File: src/asrc_pkg.sv
// package for the async sram host controller: timing counts and state codes
// assumes a single 20 mhz core clock driving every sequencer
package asrc_pkg;
	// core clock period in ns
	localparam int CLK_PERIOD_NS = 50;
	// power-up wait before first access, in us
	localparam int POWER_WAIT_US = 100;
	localparam int POWER_WAIT_CYC = (POWER_WAIT_US * 1000 + CLK_PERIOD_NS - 1) / CLK_PERIOD_NS;
	// device timing figures in ns
	localparam int ADDR_SETUP_NS = 7;
	localparam int DATA_SETUP_NS = 5;
	localparam int STORE_FLOAT_NS = 5;
	localparam int ACCESS_NS = 10;
	// minimum write-strobe low time: float delay plus data setup, at least addr setup
	localparam int WR_LOW_NS = (STORE_FLOAT_NS + DATA_SETUP_NS > ADDR_SETUP_NS)
		? STORE_FLOAT_NS + DATA_SETUP_NS : ADDR_SETUP_NS;
	localparam int WR_LOW_CYC = (WR_LOW_NS + CLK_PERIOD_NS - 1) / CLK_PERIOD_NS;
	// read strobe low time covering address access delay
	localparam int RD_LOW_CYC = (ACCESS_NS + CLK_PERIOD_NS - 1) / CLK_PERIOD_NS + 1;
	localparam int CNT_W = 8;
	localparam int ADDR_W = 21;
	localparam int DATA_W = 8;
	// sequencer states
	typedef enum logic [5:0] {
		ST_POWER = 6'b00_0001,
		ST_IDLE  = 6'b00_0010,
		ST_WSET  = 6'b00_0100,
		ST_WLOW  = 6'b00_1000,
		ST_RLOW  = 6'b01_0000,
		ST_END   = 6'b10_0000
	} asrc_state_t;
endpackage

File: src/asrc_delay.sv
// power-up wait counter: raises done after a programmable number of cycles
// assumes synchronous active-high reset on core_clk
module asrc_delay #(
	parameter int CYCLES = 2000
) (
	// clock and reset
	input  wire logic core_clk,
	input  wire logic reset,
	// status
	output logic      done
);
	localparam int CW = $clog2(CYCLES + 1);
	logic [CW-1:0] count;
	logic [CW-1:0] next_count;
	logic          next_done;

	// count up until the wait expires, then hold
	always_comb
	begin
		next_count = count;
		next_done = done;
		if (count == CW'(CYCLES))
			next_done = 1'b1;
		else
			next_count = count + CW'(1);
	end

	always_ff @(posedge core_clk)
	begin
		if (reset)
		begin
			count <= '0;
			done <= 1'b0;
		end
		else
		begin
			count <= next_count;
			done <= next_done;
		end
	end
endmodule // asrc_delay

File: src/asrc_host.sv
// host-side sequencer driving a 2m x 8 asynchronous static memory
// assumes pins sampled synchronously to core_clk and the memory obeys its own timing
//
// Behaviour
// - select and store strobes both low writes data pins to the addressed location.
// - select and output-drive low with store high makes device drive read data.
// - write starts on both strobes low and ends on either rising.
// - write data stable five ns before write end, held zero ns after.
// - address stable seven ns before the write-ending strobe edge.
// - address unchanged until at least zero ns after write end.
// - address valid no later than the start of the strobe overlap.
// - with output-drive low, write pulse spans float delay plus data setup.
// - host waits at least one hundred us after power-up before accessing.
// - host never drives data pins while the device may still drive them.
module asrc_host
	import asrc_pkg::*;
#(
	parameter int POWER_CYC = POWER_WAIT_CYC
) (
	// clock and reset
	input  wire logic              core_clk,
	input  wire logic              reset,
	// user request
	input  wire logic              reqValid,
	input  wire logic              reqWrite,
	input  wire logic [ADDR_W-1:0] reqAddr,
	input  wire logic [DATA_W-1:0] reqData,
	output logic                   reqReady,
	output logic                   rdValid,
	output logic [DATA_W-1:0]      rdData,
	// memory pins
	output logic [ADDR_W-1:0]      memAddr,
	output logic                   memSelect_n,
	output logic                   memStore_n,
	output logic                   memOutDrive_n,
	output logic [DATA_W-1:0]      memDataOut,
	output logic                   memDataOe,
	input  wire logic [DATA_W-1:0] memDataIn
);
	asrc_state_t       state;
	asrc_state_t       next_state;
	logic [CNT_W-1:0]  count;
	logic [CNT_W-1:0]  next_count;
	logic [ADDR_W-1:0] next_memAddr;
	logic              next_memSelect_n;
	logic              next_memStore_n;
	logic              next_memOutDrive_n;
	logic [DATA_W-1:0] next_memDataOut;
	logic              next_memDataOe;
	logic              next_reqReady;
	logic              next_rdValid;
	logic [DATA_W-1:0] next_rdData;
	logic              powerDone;

	// power-up wait before first access
	asrc_delay #(
		.CYCLES (POWER_CYC)
	) u_power (
		.core_clk (core_clk),
		.reset    (reset),
		.done     (powerDone)
	);

	// sequencer: every access is a fixed cycle count
	always_comb
	begin
		next_state = state;
		next_count = count;
		next_memAddr = memAddr;
		next_memSelect_n = memSelect_n;
		next_memStore_n = memStore_n;
		next_memOutDrive_n = memOutDrive_n;
		next_memDataOut = memDataOut;
		next_memDataOe = memDataOe;
		next_reqReady = 1'b0;
		next_rdValid = 1'b0;
		next_rdData = rdData;
		case (state)
			ST_POWER:
			begin
				if (powerDone) // no access before the wait
				begin
					next_state = ST_IDLE;
					next_reqReady = 1'b1;
				end
			end
			ST_IDLE:
			begin
				next_reqReady = 1'b1;
				if (reqValid)
				begin
					next_reqReady = 1'b0;
					next_memAddr = reqAddr; // address set before write strobes fall, together with select on reads
					next_count = '0;
					if (reqWrite)
					begin
						// output-drive kept high so the device floats
						next_memOutDrive_n = 1'b1;
						next_memDataOut = reqData;
						next_state = ST_WSET;
					end
					else
					begin
						next_memSelect_n = 1'b0; // read condition
						next_memOutDrive_n = 1'b0;
						next_state = ST_RLOW;
					end
				end
			end
			ST_WSET:
			begin
				// both strobes fall together, data driven from here
				next_memSelect_n = 1'b0;
				next_memStore_n = 1'b0;
				next_memDataOe = 1'b1;
				next_state = ST_WLOW;
			end
			ST_WLOW:
			begin
				// hold pulse long enough for setup and float delay
				if (count >= CNT_W'(WR_LOW_CYC - 1))
				begin
					next_memSelect_n = 1'b1;
					next_memStore_n = 1'b1; // rising edge ends the write
					next_state = ST_END;
				end
				else
					next_count = count + CNT_W'(1);
			end
			ST_RLOW:
			begin
				// wait out access delay, then latch data
				if (count >= CNT_W'(RD_LOW_CYC - 1))
				begin
					next_rdData = memDataIn;
					next_rdValid = 1'b1;
					next_memSelect_n = 1'b1; // deselect lets device stand
					next_memOutDrive_n = 1'b1;
					next_state = ST_END;
				end
				else
					next_count = count + CNT_W'(1);
			end
			ST_END:
			begin
				// address and data held one cycle past strobe rise
				next_memDataOe = 1'b0;
				next_reqReady = 1'b1;
				next_state = ST_IDLE;
			end
			default:
				next_state = ST_POWER;
		endcase
	end

	always_ff @(posedge core_clk)
	begin
		if (reset)
		begin
			state <= ST_POWER;
			count <= '0;
			memAddr <= '0;
			memSelect_n <= 1'b1;
			memStore_n <= 1'b1;
			memOutDrive_n <= 1'b1;
			memDataOut <= '0;
			memDataOe <= 1'b0;
			reqReady <= 1'b0;
			rdValid <= 1'b0;
			rdData <= '0;
		end
		else
		begin
			state <= next_state;
			count <= next_count;
			memAddr <= next_memAddr;
			memSelect_n <= next_memSelect_n;
			memStore_n <= next_memStore_n;
			memOutDrive_n <= next_memOutDrive_n;
			memDataOut <= next_memDataOut;
			memDataOe <= next_memDataOe;
			reqReady <= next_reqReady;
			rdValid <= next_rdValid;
			rdData <= next_rdData;
		end
	end
endmodule // asrc_host

File: config.mk
export PLATFORM = sky130hd
export DESIGN_NAME = asrc_host
export DESIGN_NICKNAME = d
export VERILOG_FILES = /design/src/asrc_pkg.sv /design/src/asrc_delay.sv /design/src/asrc_host.sv
export SDC_FILE = /design/constraint.sdc
export NUM_CORES = 1
export LEC_CHECK = 0
export ABC_CLOCK_PERIOD_IN_PS = 4590
export CORE_UTILIZATION = 65
export DETAILED_ROUTE_END_ITERATION = 12
export DONT_BUFFER_PORTS = 1
export GPL_TIMING_DRIVEN = 0
export HOLD_SLACK_MARGIN = 0.06
export PLACE_DENSITY = 0.81
export SLEW_MARGIN = 10
export SYNTH_ARGS = -nofsm -noshare
export SYNTH_HDL_FRONTEND = slang
export SYNTH_SLANG_ARGS = --single-unit
File: constraint.sdc
create_clock -name core_clk -period 4.59 [get_ports core_clk]
set_input_delay 0 -clock core_clk [delete_from_list [all_inputs] [get_ports core_clk]]
set_output_delay 0 -clock core_clk [all_outputs]
set_load 0.01 [all_outputs]
==> impl_summary.log <==
[metrics] global-route wire length before repair: roughly 11 mm
[metrics] power density relative to cell area: about 350 nW/um^2
[metrics] initial core utilization: 0.690
[metrics] number of search-and-repair iterations in the first detailed-routing pass: 7
[metrics] switching power: between 200 and 300 uW
[metrics] vias in the first global route: between 2k and 2.5k
[metrics] netlist area before placement: 2820 um^2
[metrics] number of distinct library cell variants in the gate-level netlist after synthesis: 46
[metrics] row count: 23
[metrics] Post-Syn Instances: 312
[metrics] proportion of power drawn by flip-flops and latches: 0.498
[metrics] RSZ-0062 raised after global routing: no
[metrics] share of final-layout standard cells stronger than drive strength 1: 0.101
[metrics] average size of a mapped cell: approximately 9 um^2
[metrics] switching part of the total: 0.216
[metrics] Avg Vias per Cell: 5.84
[metrics] critical path class: reg2reg
[metrics] post-detailed-route DRC marker count: 0
[metrics] endpoint type of the worst setup path: flip-flop
[metrics] max frequency: around 0.45 GHz
[metrics] Worst Hold Class: in2reg
[metrics] antenna-violating nets left: 0
[metrics] Synth top area share: 0.490
[metrics] total power after layout: 1210 uW
[metrics] CTS Root Buffer Type: clkbuf_8
[metrics] leading area contributor after synthesis: dfxtp_1
[metrics] CTS tree: done
[metrics] LEAKAGE: 0.00128 uW
[metrics] global route hottest layer: met2
[metrics] max capacitance violation total: 0
[metrics] flip-flop and latch count after synthesis: between 60 and 70
[metrics] final count of pins violating max slew: 0
[metrics] routed vias: about 2.4k
[metrics] transition time at the pin with the least slew margin: 539 ps
[metrics] width of the die: 67.8 um
[metrics] final worst path period share: 0.483
[metrics] Die Footprint: between 4000 and 5000 um^2
[metrics] all-layer global routing usage: 0.334
[metrics] remaining global-route overflow: 0
[metrics] area of the core: 4090 um^2
[metrics] initial antenna violation count: 0
[metrics] maximum number of pins on one net before global-route repair: 13
[metrics] Final Hold Viols: 0
[metrics] GR met2 Demand/Resource: 0.557
[metrics] Setup Skew: slightly below 10 ps
[metrics] arrival time worst endpoint: 2510 ps
[metrics] average detailed-routed wire length per instance: 17.4 um
[metrics] Core Util, Final: 0.858
[metrics] Tmin final: between 2000 and 2500 ps
[metrics] met3 track demand over resource in global routing: 0.135
[metrics] ys async rst share: 0
[metrics] PortBufs: 0
[metrics] clock insertion delay at the later pin of the skew report: approximately 350 ps
[metrics] deepest clock path buffer count: 2
[metrics] Total Nets Final: 409
[metrics] diode insertion count for antenna repair: 0
[metrics] Global Route met1 Usage: 0.364
[metrics] worst relative slew slack: 0.641
[metrics] net count of the mapped netlist: around 360
[metrics] TritonCTS Buffers: 9
[metrics] buffer count from post-CTS setup fixing: 0
[metrics] Internal Pwr Total: around 950 uW
[metrics] htree depth: 3
[metrics] commonest cells in the synthesized netlist: dfxtp_1, nand2_1, a21oi_1
[metrics] Top-Level Pins: 84
[metrics] Top FF cell, synth: dfxtp_1
[metrics] total cell area at the placement stage: just under 3000 um^2
[metrics] DRT iter0 DRCs: between 200 and 300
[metrics] DRT Wirelength: 7.28 mm
[metrics] CP Data Required Time: between 4000 and 5000 ps
[metrics] peak ir drop on the vdd network: between 0.2 and 0.3 mV
[metrics] Die Span Y: 67.8 um
[metrics] proportion of power drawn by the clock network: 0.460
[metrics] fin area: 3510 um^2
[metrics] DP Wirelength: just under 4 mm
[metrics] Ys Warns: 0
[metrics] CTS sink count: a little under 70
[metrics] clock-pin slew on the worst setup and hold paths: about 80 ps
[metrics] largest driver fanout on the critical path: 10
[metrics] part of the total power dissipated in combinational logic: 0.042
[metrics] run status: completed
[metrics] number of synthesized flops with an enable pin: 0
[metrics] share of the yosys chip area belonging to registers: 0.490
[metrics] cell types occupying the most area after synthesis: dfxtp_1, nand2_1, a21oi_1, nor2_1, mux2i_1
[metrics] P&R area growth vs syn: 24.4%
[metrics] gp weighted congestion: between 0.8 and 0.9
[metrics] final setup fails: 0
[metrics] most repeated cell in the gate-level netlist after synthesis: dfxtp_1
[metrics] aggregate negative setup slack: 0 ps
[metrics] startpoint class of the critical path: flip-flop
-- placed cells by master, fill, tap and decap left out, types with 5 or more instances in the layout --
master,n
and2_1,5
dlygate4sd3_1,40
mux2i_1,10
xnor2_1,5
clkbuf_1,11
ha_1,5
clkbuf_8,10
dfxtp_1,69
inv_1,7
nand3_1,15
a21oi_1,35
nor2_1,28
nand2_1,59
xor2_1,8
-- kinds of logic after synthesis --
| kind of cell | Yosys count | share of synthesized area |
|---|---|---|
| and+or+nand+nor | 138 | 0.255 |
| DFF | 69 | 0.490 |
| AOI/OAI and AO/OA | 51 | 0.108 |
| buffers and inverters | 26 | 0.0480 |
| xor gates and xnor gates | 13 | 0.0404 |
| muxes | 10 | 0.0355 |
| adders and majority gates | 5 | 0.0222 |
-- path summary, 6_finish.rpt --
| check | cells after the start | startpoint | slack, ps | to |
|---|---|---|---|---|
| max reg2reg | 8 | state[3] | 2370 | memAddr[0] |
| min reg2reg | 2 | u_power.done | 480 | u_power.done |
| min | 3 | reqWrite | 130 | memDataOut[0] |
| max | 8 | state[3] | 2370 | memAddr[0] |
-- critical path: stages (launching register included) --
cell           delay (ps)
dfxtp_1               300
buf_2                 170
nor4_4                430
and4b_1               250
buf_4                 140
buf_6                 140
nand2_1                70
a21oi_1               110
dlygate4sd3_1         550
-- state kept, by name (all words and copies together) (netlist names) --
signal and cells:
memAddr 21, reqReady 1, rdValid 1, memSelect_n 1, rdData 8, memOutDrive_n 1
memDataOut 8, memStore_n 1, u_power.count 11, memDataOe 1, u_power.done 1, state 6
count 8
-- final cells by class --
class / count / area [um^2]
Buffer: 19 / 109
Fill cell: 192 / 581
Inverter: 7 / 26.3
Clock inverter: 5 / 83.8
Sequential cell: 69 / 1380
Timing Repair Buffer: 40 / 400
Clock buffer: 11 / 141
Multi-Input combinational cell: 217 / 1300
Tap cell: 50 / 62.6
-- repair_timing --
item | CTS | global route
hold buffers | 40 | 0
hold endpoints to repair | 43 | 0
gates resized for setup | 0 | 0
-- power by group through the flow --
stage                     combinational, uW  clock (uW)  sequential, uW
after global placement                 20.8           0             617
after detailed placement               21.2           0             618
final                                  50.8         557             604
after floorplan                        15.8           0             617
after CTS                              49.2         557             604
after global routing                   54.6         584             604
-- per-stage QoR --
step	setup WS [ps]	hold slack (ps)	std cells
6_report	2370	130	418
3_3_place_gp	2660	137	362
5_1_grt	2300	158	418
4_1_cts	2400	103	418
3_5_place_dp	2600	143	362
2_1_floorplan	2760	136	312
-- routing by layer --
| metal | share of wire | up-vias |
|---|---|---|
| met4 | 0.032 | 0 |
| met5 | 0 | - |
| met2 | 0.51 | 106 |
| li1 | - | 1153 |
| met3 | 0.064 | 28 |
| met1 | 0.39 | 1155 |
Power figures use the tool's default switching activity.
